`src/erps_pkg.sv`:
```
// Constants and carrier types for the E1 receive payload and signaling
// register bank. Assumes a 32-bit Wishbone word per 8-bit register.
package erps_pkg;

    // ------------------------------------------------------------
    // Register indices (byte address is four times the index)
    // ------------------------------------------------------------
    localparam logic [7:0] IDX_TX_EN = 8'hCC;
    localparam logic [7:0] IDX_PA_STATE = 8'hCD;
    localparam logic [7:0] IDX_PA_CMD = 8'hCE;
    localparam logic [7:0] IDX_PA_BYTE = 8'hCF;
    localparam logic [7:0] IDX_PL_SETUP = 8'hD0;
    localparam logic [7:0] IDX_RX_EN = 8'hD1;
    localparam logic [7:0] IDX_SG_SETUP = 8'hD2;
    localparam logic [7:0] IDX_SA_STATE = 8'hD3;
    localparam logic [7:0] IDX_SA_CMD = 8'hD4;
    localparam logic [7:0] IDX_SA_BYTE = 8'hD5;
    localparam logic [7:0] IDX_COS0 = 8'hD6;
    localparam logic [7:0] IDX_COS3 = 8'hD9;

    // ------------------------------------------------------------
    // Field positions and reset values
    // ------------------------------------------------------------
    localparam int BIT_ENABLE = 0;
    localparam int BIT_BUSY = 0;
    localparam int BIT_RNW = 7;
    localparam int BIT_SNAP = 7;
    localparam int BIT_GTRK = 6;
    localparam int BIT_FREEZE = 3;
    localparam int BIT_DEB = 2;
    localparam int BIT_SIG_CHANGE_IRQ_ENABLE = 1;
    localparam int BIT_SLOT_TRK = 4;
    localparam logic [7:0] RST_BYTE = 8'h00;

    // Indirect map bases inside the payload control space
    localparam logic [6:0] PL_TRUNK_BASE = 7'h20;
    localparam logic [6:0] PL_COND_BASE = 7'h40;
    localparam int PL_DEPTH = 96;
    localparam int SG_DEPTH = 32;
    localparam int NUM_COS = 30;

    // Cycles an indirect access keeps the busy flag up
    localparam int ACC_CYCLES_DEF = 2;

    typedef enum logic [2:0] {
        SUB_PER_SLOT = 3'h0,
        SUB_TRUNK = 3'h1,
        SUB_ALAW = 3'h2,
        SUB_MULAW = 3'h3
    } erps_slot_substitution_select_t;

    // Digital milliwatt sequences, one byte per frame
    localparam logic [7:0] ALAW_MW [8] = '{8'h34, 8'h21, 8'h21, 8'h34,
                                          8'hB4, 8'hA1, 8'hA1, 8'hB4};
    localparam logic [7:0] MULAW_MW [8] = '{8'h1E, 8'h0B, 8'h0B, 8'h1E,
                                           8'h9E, 8'h8B, 8'h8B, 8'h9E};

    // One received timeslot with its frame number and ABCD bits
    typedef struct packed {
        logic [4:0] slot;
        logic [3:0] frame;
        logic [3:0] abcd;
        logic [7:0] data;
    } erps_slot_t;

endpackage : erps_pkg

```
`src/erps_regs.sv`:
```
// Register bank and receive datapath of one E1 payload/signaling link.
// Assumes a classic Wishbone master and a timeslot stream synchronous
// to clk_i; a stream word is valid for the single cycle pl_valid_i is 1.
//
// How it works
// - Transmit enable 0 stops transmit functions
// - Payload busy flag shows indirect access running
// - Command bit7 read, bits 6:0 address
// - Payload space 00-3F, 41-4F, 51-5F only
// - Write: data byte first, then command
// - Read: command, then data byte holds result
// - Snapshot holds first frame ABCD per multiframe
// - Global trunk enable forces conditioning code
// - Selector 000 per slot, 001 trunk code
// - Selector 010 A-law, 011 mu-law pattern
// - Receive enable 0 stops substitution, snapshot repeat and conditioning
// - Freeze holds stored ABCD values
// - Debounce needs two identical codewords
// - Interrupt while enabled and any flag set
// - Signaling space 01-0F, 11-1F only
// - Signaling buffer has own busy flag
// - Flag sets when slot signaling changes
// - Writing one clears flag, zero keeps
`timescale 1ns/1ps
`default_nettype none

module erps_regs #(
    parameter int ACC_CYCLES = erps_pkg::ACC_CYCLES_DEF
) (
    input wire logic clk_i,
    input wire logic rst_i,
    input wire logic wb_cyc_i,
    input wire logic wb_stb_i,
    input wire logic wb_we_i,
    input wire logic [9:0] wb_adr_i,
    input wire logic [3:0] wb_sel_i,
    input wire logic [31:0] wb_dat_i,
    output logic [31:0] wb_dat_o,
    output logic wb_ack_o,
    input wire logic pl_valid_i,
    input wire erps_pkg::erps_slot_t pl_i,
    input wire logic mf_sync_i,
    output logic pl_valid_o,
    output logic [7:0] pl_data_o,
    output logic [3:0] rx_signaling_out_o,
    output logic tx_payload_ctrl_en_o,
    output logic irq_o
);

    if (ACC_CYCLES < 1 || ACC_CYCLES > 255) begin : g_chk
        $error("ACC_CYCLES must lie in 1..255");
    end

    // ------------------------------------------------------------
    // Helpers
    // ------------------------------------------------------------
    function automatic logic pl_addr_ok(input logic [6:0] a);
        return (a <= 7'h3F) || (a >= 7'h41 && a <= 7'h4F)
            || (a >= 7'h51 && a <= 7'h5F);
    endfunction : pl_addr_ok

    function automatic logic sg_addr_ok(input logic [6:0] a);
        return (a != 7'h00) && (a != 7'h10) && (a <= 7'h1F);
    endfunction : sg_addr_ok

    // Slots 1..15 map to flags 0..14, slots 17..31 to flags 15..29
    function automatic logic [4:0] cos_idx(input logic [4:0] s);
        return (s < 5'h10) ? 5'(s - 5'h01) : 5'(s - 5'h02);
    endfunction : cos_idx

    // ------------------------------------------------------------
    // Wishbone slave
    // ------------------------------------------------------------
    logic ack_reg;
    logic [31:0] rdat_reg;
    logic [31:0] rd_next;
    logic [7:0] idx;
    logic wr;

    assign idx = wb_adr_i[9:2];
    // Writes land on the edge that the master samples ack
    assign wr = wb_cyc_i && wb_stb_i && wb_we_i && ack_reg && wb_sel_i[0];
    assign wb_ack_o = ack_reg;
    assign wb_dat_o = rdat_reg;

    always_ff @(posedge clk_i) begin
        if (rst_i) begin
            ack_reg <= 1'b0;
            rdat_reg <= 32'h0000_0000;
        end else begin
            ack_reg <= wb_cyc_i && wb_stb_i && !ack_reg;
            rdat_reg <= rd_next;
        end
    end

    // ------------------------------------------------------------
    // Control registers
    // ------------------------------------------------------------
    logic tx_en_reg;
    logic rx_en_reg;
    logic [7:0] pl_setup_reg;
    logic [7:0] sg_setup_reg;
    logic snap_on;
    logic gtrk;
    logic [2:0] gsub;

    assign snap_on = pl_setup_reg[erps_pkg::BIT_SNAP];
    assign gtrk = pl_setup_reg[erps_pkg::BIT_GTRK];
    assign gsub = pl_setup_reg[2:0];
    assign tx_payload_ctrl_en_o = tx_en_reg;

    always_ff @(posedge clk_i) begin
        if (rst_i) begin
            tx_en_reg <= 1'b0;
            rx_en_reg <= 1'b0;
            pl_setup_reg <= erps_pkg::RST_BYTE;
            sg_setup_reg <= erps_pkg::RST_BYTE;
        end else if (wr) begin
            if (idx == erps_pkg::IDX_TX_EN) begin
                tx_en_reg <= wb_dat_i[erps_pkg::BIT_ENABLE];
            end else if (idx == erps_pkg::IDX_RX_EN) begin
                rx_en_reg <= wb_dat_i[erps_pkg::BIT_ENABLE];
            end else if (idx == erps_pkg::IDX_PL_SETUP) begin
                // Reserved bits 5:3 are not kept
                pl_setup_reg <= {wb_dat_i[7:6], 3'h0, wb_dat_i[2:0]};
            end else if (idx == erps_pkg::IDX_SG_SETUP) begin
                sg_setup_reg <= {4'h0, wb_dat_i[3:1], 1'b0};
            end
        end
    end

    // ------------------------------------------------------------
    // Indirect access engines
    // ------------------------------------------------------------
    logic [7:0] pa_cmd_reg;
    logic [7:0] pa_byte_reg;
    logic pa_busy_reg;
    logic [7:0] pa_cnt_reg;
    logic pa_start;
    logic pa_done;
    logic [7:0] sa_cmd_reg;
    logic [7:0] sa_byte_reg;
    logic sa_busy_reg;
    logic [7:0] sa_cnt_reg;
    logic sa_start;
    logic sa_done;

    // A command written while busy is dropped entirely
    assign pa_start = wr && idx == erps_pkg::IDX_PA_CMD && !pa_busy_reg;
    assign sa_start = wr && idx == erps_pkg::IDX_SA_CMD && !sa_busy_reg;
    assign pa_done = pa_busy_reg && pa_cnt_reg == 8'h01;
    assign sa_done = sa_busy_reg && sa_cnt_reg == 8'h01;

    always_ff @(posedge clk_i) begin
        if (rst_i) begin
            pa_busy_reg <= 1'b0;
            pa_cnt_reg <= 8'h00;
        end else if (pa_start) begin
            pa_busy_reg <= 1'b1;
            pa_cnt_reg <= 8'(ACC_CYCLES);
        end else if (pa_busy_reg) begin
            pa_busy_reg <= !pa_done;
            pa_cnt_reg <= pa_cnt_reg - 8'h01;
        end
    end

    always_ff @(posedge clk_i) begin
        if (rst_i) begin
            sa_busy_reg <= 1'b0;
            sa_cnt_reg <= 8'h00;
        end else if (sa_start) begin
            sa_busy_reg <= 1'b1;
            sa_cnt_reg <= 8'(ACC_CYCLES);
        end else if (sa_busy_reg) begin
            sa_busy_reg <= !sa_done;
            sa_cnt_reg <= sa_cnt_reg - 8'h01;
        end
    end

    // ------------------------------------------------------------
    // Indirect memories
    // ------------------------------------------------------------
    logic [7:0] pl_mem [erps_pkg::PL_DEPTH];
    logic [3:0] sg_mem [erps_pkg::SG_DEPTH];
    logic [3:0] last_mem [erps_pkg::SG_DEPTH];
    logic [3:0] snap_mem [erps_pkg::SG_DEPTH];
    logic [6:0] pa_adr;
    logic [6:0] sa_adr;
    logic pa_rnw;
    logic sa_rnw;

    assign pa_adr = pa_cmd_reg[6:0];
    assign sa_adr = sa_cmd_reg[6:0];
    assign pa_rnw = pa_cmd_reg[erps_pkg::BIT_RNW];
    assign sa_rnw = sa_cmd_reg[erps_pkg::BIT_RNW];

    always_ff @(posedge clk_i) begin
        if (rst_i) begin
            pa_cmd_reg <= erps_pkg::RST_BYTE;
            pa_byte_reg <= erps_pkg::RST_BYTE;
        end else begin
            if (pa_start) begin
                pa_cmd_reg <= wb_dat_i[7:0];
            end
            if (pa_done && pa_rnw) begin
                // Holes in the map read back as zero
                pa_byte_reg <= pl_addr_ok(pa_adr) ? pl_mem[pa_adr]
                                                  : 8'h00;
            end else if (wr && idx == erps_pkg::IDX_PA_BYTE) begin
                pa_byte_reg <= wb_dat_i[7:0];
            end
        end
    end

    // Payload control contents are not cleared by reset
    always_ff @(posedge clk_i) begin
        if (pa_done && !pa_rnw && pl_addr_ok(pa_adr)) begin
            pl_mem[pa_adr] <= pa_byte_reg;
        end
    end

    always_ff @(posedge clk_i) begin
        if (rst_i) begin
            sa_cmd_reg <= erps_pkg::RST_BYTE;
            sa_byte_reg <= erps_pkg::RST_BYTE;
        end else begin
            if (sa_start) begin
                sa_cmd_reg <= wb_dat_i[7:0];
            end
            if (sa_done && sa_rnw) begin
                sa_byte_reg <= sg_addr_ok(sa_adr)
                    ? {4'h0, sg_mem[sa_adr[4:0]]} : 8'h00;
            end else if (wr && idx == erps_pkg::IDX_SA_BYTE) begin
                sa_byte_reg <= wb_dat_i[7:0];
            end
        end
    end

    // ------------------------------------------------------------
    // Signaling buffer update
    // ------------------------------------------------------------
    logic [4:0] slot;
    logic upd_cand;
    logic upd_en;
    logic sg_change;
    logic host_sg_wr;

    assign slot = pl_i.slot;
    assign upd_cand = pl_valid_i && slot != 5'h00 && slot != 5'h10;
    assign upd_en = upd_cand
        && !sg_setup_reg[erps_pkg::BIT_FREEZE]
        && (!sg_setup_reg[erps_pkg::BIT_DEB]
            || last_mem[slot] == pl_i.abcd);
    assign sg_change = upd_en && sg_mem[slot] != pl_i.abcd;
    assign host_sg_wr = sa_done && !sa_rnw && sg_addr_ok(sa_adr);

    always_ff @(posedge clk_i) begin
        if (upd_cand) begin
            last_mem[slot] <= pl_i.abcd;
        end
        // A received update wins over a host write to the same slot in the same cycle
        if (upd_en) begin
            sg_mem[slot] <= pl_i.abcd;
        end
        if (host_sg_wr && !(upd_en && slot == sa_adr[4:0])) begin
            sg_mem[sa_adr[4:0]] <= sa_byte_reg[3:0];
        end
    end

    // ------------------------------------------------------------
    // Change-of-signaling flags and interrupt
    // ------------------------------------------------------------
    logic [erps_pkg::NUM_COS-1:0] cos_reg;
    logic [erps_pkg::NUM_COS-1:0] cos_set;
    logic [31:0] cos_clr;
    logic [31:0] cos_wide;
    logic irq_reg;
    logic [1:0] cos_byte;

    assign cos_wide = {2'b00, cos_reg};
    // Lane in the flag bank; the 2-bit wrap keeps the select in range
    assign cos_byte = 2'(idx - erps_pkg::IDX_COS0);

    always_comb begin
        cos_set = '0;
        cos_clr = 32'h0000_0000;
        if (sg_change) begin
            cos_set[cos_idx(slot)] = 1'b1;
        end
        if (wr && idx >= erps_pkg::IDX_COS0 && idx <= erps_pkg::IDX_COS3) begin
            cos_clr[8*cos_byte +: 8] =
                wb_dat_i[7:0];
        end
    end

    always_ff @(posedge clk_i) begin
        if (rst_i) begin
            cos_reg <= '0;
            irq_reg <= 1'b0;
        end else begin
            // Set beats clear so no change is lost
            cos_reg <= (cos_reg & ~cos_clr[erps_pkg::NUM_COS-1:0])
                | cos_set;
            irq_reg <= sg_setup_reg[erps_pkg::BIT_SIG_CHANGE_IRQ_ENABLE]
                && (|cos_reg);
        end
    end

    assign irq_o = irq_reg;

    // ------------------------------------------------------------
    // Receive payload substitution and signaling output
    // ------------------------------------------------------------
    logic [2:0] mw_ph_reg;
    logic pl_valid_reg;
    logic [7:0] pl_data_reg;
    logic [3:0] sig_out_reg;
    logic [2:0] sub_sel;
    logic [7:0] cond_byte;
    logic [7:0] sub_data;
    logic [3:0] sig_src;
    logic [3:0] sig_fin;

    assign cond_byte = pl_mem[7'(erps_pkg::PL_COND_BASE + {2'b00, slot})];

    always_comb begin
        sub_sel = (gsub == erps_pkg::SUB_PER_SLOT)
            ? pl_mem[{2'b00, slot}][7:5] : gsub;
        sub_data = pl_i.data;
        if (rx_en_reg) begin
            case (sub_sel)
                erps_pkg::SUB_TRUNK:
                    sub_data = pl_mem[7'(erps_pkg::PL_TRUNK_BASE
                        + {2'b00, slot})];
                erps_pkg::SUB_ALAW: sub_data = erps_pkg::ALAW_MW[mw_ph_reg];
                erps_pkg::SUB_MULAW: sub_data = erps_pkg::MULAW_MW[mw_ph_reg];
                default: sub_data = pl_i.data;
            endcase
        end
        // Frame 0 passes live bits; later frames repeat the latch
        sig_src = (rx_en_reg && snap_on && mf_sync_i && pl_i.frame != 4'h0)
            ? snap_mem[slot] : pl_i.abcd;
        sig_fin = sig_src;
        if (rx_en_reg && (gtrk || cond_byte[erps_pkg::BIT_SLOT_TRK])) begin
            sig_fin = cond_byte[3:0];
        end
    end

    always_ff @(posedge clk_i) begin
        if (pl_valid_i && pl_i.frame == 4'h0) begin
            snap_mem[slot] <= pl_i.abcd;
        end
    end

    always_ff @(posedge clk_i) begin
        if (rst_i) begin
            mw_ph_reg <= 3'h0;
            pl_valid_reg <= 1'b0;
            pl_data_reg <= 8'h00;
            sig_out_reg <= 4'h0;
        end else begin
            if (pl_valid_i && slot == 5'h1F) begin
                mw_ph_reg <= mw_ph_reg + 3'h1;
            end
            pl_valid_reg <= pl_valid_i;
            if (pl_valid_i) begin
                pl_data_reg <= sub_data;
                sig_out_reg <= sig_fin;
            end
        end
    end

    assign pl_valid_o = pl_valid_reg;
    assign pl_data_o = pl_data_reg;
    assign rx_signaling_out_o = sig_out_reg;

    // ------------------------------------------------------------
    // Register read mux
    // ------------------------------------------------------------
    always_comb begin
        rd_next = 32'h0000_0000;
        if (idx == erps_pkg::IDX_TX_EN) begin
            rd_next[0] = tx_en_reg;
        end else if (idx == erps_pkg::IDX_PA_STATE) begin
            rd_next[erps_pkg::BIT_BUSY] = pa_busy_reg;
        end else if (idx == erps_pkg::IDX_PA_CMD) begin
            rd_next[7:0] = pa_cmd_reg;
        end else if (idx == erps_pkg::IDX_PA_BYTE) begin
            rd_next[7:0] = pa_byte_reg;
        end else if (idx == erps_pkg::IDX_PL_SETUP) begin
            rd_next[7:0] = pl_setup_reg;
        end else if (idx == erps_pkg::IDX_RX_EN) begin
            rd_next[0] = rx_en_reg;
        end else if (idx == erps_pkg::IDX_SG_SETUP) begin
            rd_next[7:0] = sg_setup_reg;
        end else if (idx == erps_pkg::IDX_SA_STATE) begin
            rd_next[erps_pkg::BIT_BUSY] = sa_busy_reg;
        end else if (idx == erps_pkg::IDX_SA_CMD) begin
            rd_next[7:0] = sa_cmd_reg;
        end else if (idx == erps_pkg::IDX_SA_BYTE) begin
            rd_next[7:0] = sa_byte_reg;
        end else if (idx >= erps_pkg::IDX_COS0 && idx <= erps_pkg::IDX_COS3) begin
            rd_next[7:0] =
                cos_wide[8*cos_byte +: 8];
        end
    end
endmodule : erps_regs

`default_nettype wire

```
`config.mk`:
```
export PLATFORM = sky130hd
export DESIGN_NAME = erps_regs
export DESIGN_NICKNAME = d
export VERILOG_FILES = /design/src/erps_pkg.sv /design/src/erps_regs.sv
export SDC_FILE = /design/constraint.sdc
export NUM_CORES = 2
export LEC_CHECK = 0
export BUFFER_PORTS_ARGS = -buffer_cell sky130_fd_sc_hd__clkbuf_2
export CORE_MARGIN = 4
export CORE_UTILIZATION = 55
export DETAILED_ROUTE_END_ITERATION = 6
export GPL_TIMING_DRIVEN = 1
export PLACE_DENSITY = 0.71
export SETUP_SLACK_MARGIN = 0.05
export SYNTH_ARGS = -nofsm -noshare
export SYNTH_HDL_FRONTEND = slang
export SYNTH_SLANG_ARGS = --single-unit
```
`constraint.sdc`:
```
create_clock -name clk_i -period 14 [get_ports clk_i]
set_input_delay 2.8 -clock clk_i [delete_from_list [all_inputs] [get_ports clk_i]]
set_output_delay 2.8 -clock clk_i [all_outputs]
set_load 0.03 [all_outputs]
```
==> results.toml <==
[worst_setup_path]
cell_with_the_biggest_individual_delay_on_the_critical_path = "sky130_fd_sc_hd__nand2_1"
cp_data_arrival_time_ns = 8.17
critical_path_cell_count = 10
setup.worst_path.end_class = "flip-flop"
worstPathCellList = "buf_8, buf_4, mux2i_1, o22ai_1, nor3_1, a21oi_1, or4_4, o31ai_1, nand2_1, o22ai_1"
cpMostUsedCell = "sky130_fd_sc_hd__o22ai_1"
worstPathMaxFanout = 81
timing.critical_path.required_ns = 14.37
critical-path-top-delay-family = "compound AO/OA/AOI/OAI gates"
reg2reg_to = "sg_mem[10][1]"
critPathLaunch = "pl_i[16]"
kind_of_launch_point_of_the_worst_setup_path = "primary input"
path_buf_inv = 2
timing.rr.start = "last_mem[23][1]"
cp_slowest_stage_delay_ns = 0.89
reg2reg_slack_ns = 9.00
critical_path.endpoint = "sg_mem[10][1]"
worst-r2r-cell-count = 8
timing.setup.critical_path_class = "primary input to flip-flop"

[clocking]
cts-root-buf = "sky130_fd_sc_hd__clkbuf_16"
h-tree-depth = 4
ctsResizeCount = 0
worst_setup_hold_path_clk_slew_ns = 0.06
cts_setup_buffers = 0
inserted_clock_buffers = 134
cts_tree = "yes"
cts-hold-fix-buffers = 0
clock-sinks = 1280
worst_skew_pair.late_latency_ns = 0.75
clock_path_buffers = 3

[route]
via_count_normalized_by_instance_count = 6.93
drcViolationCount = 0
drt_wl_total_microns = 154000
dr.first_iter.drc_count = 5062
firstDrtPassIters = 6
wire_per_inst_microns = 31.7
dr_total_vias = 33689
detail-route-antenna-nets = 0

[placed_design]
buffer_ports.inserted = 68
gp_congestion = 0.936
pre_cts_slack_ns = 5.50
hpwl_microns = 99400

[timing]
period_needed_ns = 7.80
rsz0062_at_grt = "no"
tns_ns = 0
tightest_slew_ns = 1.28
final-max-slew-violation-count = 0
final_critical_path_setup_slack_ns = 6.20
timing.fmax_mhz = 128
hold_ws_ns = 0.446
fin_skew_ns = 0.0239
timing_hold_violations_final = 0
max_slew_margin_pct = 14.1
fin_crit_sh_pct = 55.7
setup_viol = 0

[die]
design.portCount = 122
starting_utilization_of_the_core_area_pct = 55.7
placementRows = 118
die-width_microns = 332
fp.coreArea_sq_um = 104000
die_area_sq_um = 110000
die_y_extent_microns = 332

[synth]
synth-edff-count = 1152
synthesis.area_per_instance_sq_um = 17.4
ys_seq_area_share_pct = 64.2
syn_area_sq_um = 57800
yosys_warnings = 0
async_s_r_ff_share_synth_pct = 0
syn_inst = 3332
synth.distinct_cells = 69
synth_ff_type = "sky130_fd_sc_hd__edfxtp_1"
synth_seq_cells = 1280

[layout]
nNetsFinal = 3466
area_growth_syn_to_layout_pct = 10.4
layout-drive-gt1-share_pct = 27.2
top_register = "pl_mem"
largest_reg_flops = 768
antenna_fix_cells = 0

[grt]
first_global_vias = 33598
grt_most_used_layer = "met2"
grt_max_degree = 99
grt_overflow_total = 0
gr-usage-met1_pct = 40.5
grt_antenna_before_repair = 1
grt.total_usage_pct = 27.8
gr-usage-met2_pct = 42.7
grt_pass1_wl_microns = 228000
grt.met3_usage_pct = 6.20

[run_status]
run_status = "finished, final reports clean"

[run]
max-cap-violations = 0

[hold_path]
hp-class = "flip-flop to flip-flop"

[power]
cellPowerDensity_nw_per_um2 = 126
p_leak_nw = 19.8
peak_supply_drop_uv = 100
p_total_mw = 8.06
## worst reg2reg max path: stages, from the launching register on
cell and delay (ns):
sky130_fd_sc_hd__edfxtp_1 0.36, sky130_fd_sc_hd__mux4_2 0.47, sky130_fd_sc_hd__a22o_1 0.28, sky130_fd_sc_hd__a2111oi_2 0.27
sky130_fd_sc_hd__a21oi_1 0.13, sky130_fd_sc_hd__or4_4 0.63, sky130_fd_sc_hd__o31ai_1 0.72, sky130_fd_sc_hd__nand2_1 0.89
sky130_fd_sc_hd__o22ai_1 0.87
## layer usage
| layer | share of wire [%] | routed length, microns |
|---|---|---|
| met1 | 39 | 59900 |
| met2 | 47 | 72600 |
| met3 | 11 | 17000 |
| met4 | 3.1 | 4760 |
| met5 | 0 | 0 |
## cell usage after synthesis, types with 16 or more instances
cell type / number / area share [%]
sky130_fd_sc_hd__dfxtp_1: 128 / 4.4
sky130_fd_sc_hd__buf_4: 32 / 0.42
sky130_fd_sc_hd__mux2_2: 90 / 1.8
sky130_fd_sc_hd__xnor2_1: 16 / 0.24
sky130_fd_sc_hd__a21oi_1: 34 / 0.29
sky130_fd_sc_hd__edfxtp_1: 1152 / 60
sky130_fd_sc_hd__ha_1: 17 / 0.37
sky130_fd_sc_hd__o211ai_1: 16 / 0.21
sky130_fd_sc_hd__nand3_1: 28 / 0.24
sky130_fd_sc_hd__nor2b_1: 38 / 0.41
sky130_fd_sc_hd__nor4_1: 18 / 0.19
sky130_fd_sc_hd__o21ai_0: 92 / 0.80
sky130_fd_sc_hd__nor2_1: 261 / 1.7
sky130_fd_sc_hd__nand4_1: 25 / 0.27
sky130_fd_sc_hd__nand2b_1: 17 / 0.18
sky130_fd_sc_hd__mux2i_1: 97 / 1.7
sky130_fd_sc_hd__buf_2: 30 / 0.26
sky130_fd_sc_hd__a211oi_1: 32 / 0.42
sky130_fd_sc_hd__a22oi_1: 57 / 0.74
sky130_fd_sc_hd__nand2_1: 141 / 0.91
sky130_fd_sc_hd__mux2_1: 36 / 0.70
sky130_fd_sc_hd__clkbuf_1: 163 / 1.1
sky130_fd_sc_hd__buf_1: 44 / 0.29
sky130_fd_sc_hd__mux4_2: 487 / 19
sky130_fd_sc_hd__o22ai_1: 77 / 0.83
sky130_fd_sc_hd__nor3_1: 21 / 0.18
## cell families (layout without fill, tap and decap cells)
family,count (synthesis),after routing,share of synthesized area [%]
xor gates and xnor gates,28,28,0.424
DFF,1280,1280,64.2
AOI/OAI and AO/OA,390,390,4.69
other,1,56,0.00648
adders and majority gates,17,17,0.368
and+or+nand+nor,615,615,4.97
buffers and inverters,291,384,2.22
muxes,710,710,23.1
## layout by cell type (no fill, tap or decap), types with 25 or more instances in the layout
cell type,n
sky130_fd_sc_hd__mux2_2,90
sky130_fd_sc_hd__nand2_1,141
sky130_fd_sc_hd__nor2b_1,38
sky130_fd_sc_hd__conb_1,56
sky130_fd_sc_hd__dfxtp_1,115
sky130_fd_sc_hd__o21ai_0,92
sky130_fd_sc_hd__clkbuf_2,61
sky130_fd_sc_hd__clkinv_2,25
sky130_fd_sc_hd__nand3_1,28
sky130_fd_sc_hd__mux2i_1,97
sky130_fd_sc_hd__o22ai_1,77
sky130_fd_sc_hd__nor2_1,261
sky130_fd_sc_hd__mux2_1,36
sky130_fd_sc_hd__edfxtp_1,1152
sky130_fd_sc_hd__buf_4,61
sky130_fd_sc_hd__a22oi_1,57
sky130_fd_sc_hd__nand4_1,25
sky130_fd_sc_hd__clkbuf_16,136
sky130_fd_sc_hd__clkbuf_1,26
sky130_fd_sc_hd__a21oi_1,34
sky130_fd_sc_hd__mux4_2,487
sky130_fd_sc_hd__a211oi_1,32
## layout make-up
| cell class | instances | area, sq um |
|---|---|---|
| well taps | 1380 | 1730 |
| repair buffers | 129 | 833 |
| clock inverters | 74 | 847 |
| multi-input cells | 1816 | 19600 |
| flip-flops and latches | 1280 | 37200 |
| clock buffers | 167 | 3560 |
| inverters | 14 | 52.6 |
| fillers | 7296 | 40100 |
## report_power, final
part	switching [mW]	internal [mW]	leakage, nW
Sequential	0.00873	4.14	11.6
Combinational	0.208	0.122	5.95
Clock	1.51	2.07	2.17
Total	1.73	6.33	19.8
## worst min path at each step
stage | cells past startpoint | endpoint | from | slack (ns)
finish | 1 | wb_ack_o | wb_ack_o | 0.45
global route | 1 | wb_ack_o | wb_ack_o | 0.49
CTS | 1 | wb_ack_o | wb_ack_o | 0.45
detailed placement | 1 | wb_ack_o | wb_ack_o | 0.44
global placement | 1 | wb_ack_o | wb_ack_o | 0.43
floorplan | 2 | sa_byte_reg[5] | sa_byte_reg[5] | 0.44
## stage by stage
step           utilization [%]  cells  area, sq um
2_1_floorplan                -   3387        58100
3_3_place_gp              57.2   4619        59400
3_5_place_dp              57.2   4619        59400
4_1_cts                   61.4   4860        63800
5_1_grt                   61.4   4860        63800
6_report                  61.4   4860        63800
Note: power is estimated with default switching activity, not from simulation.
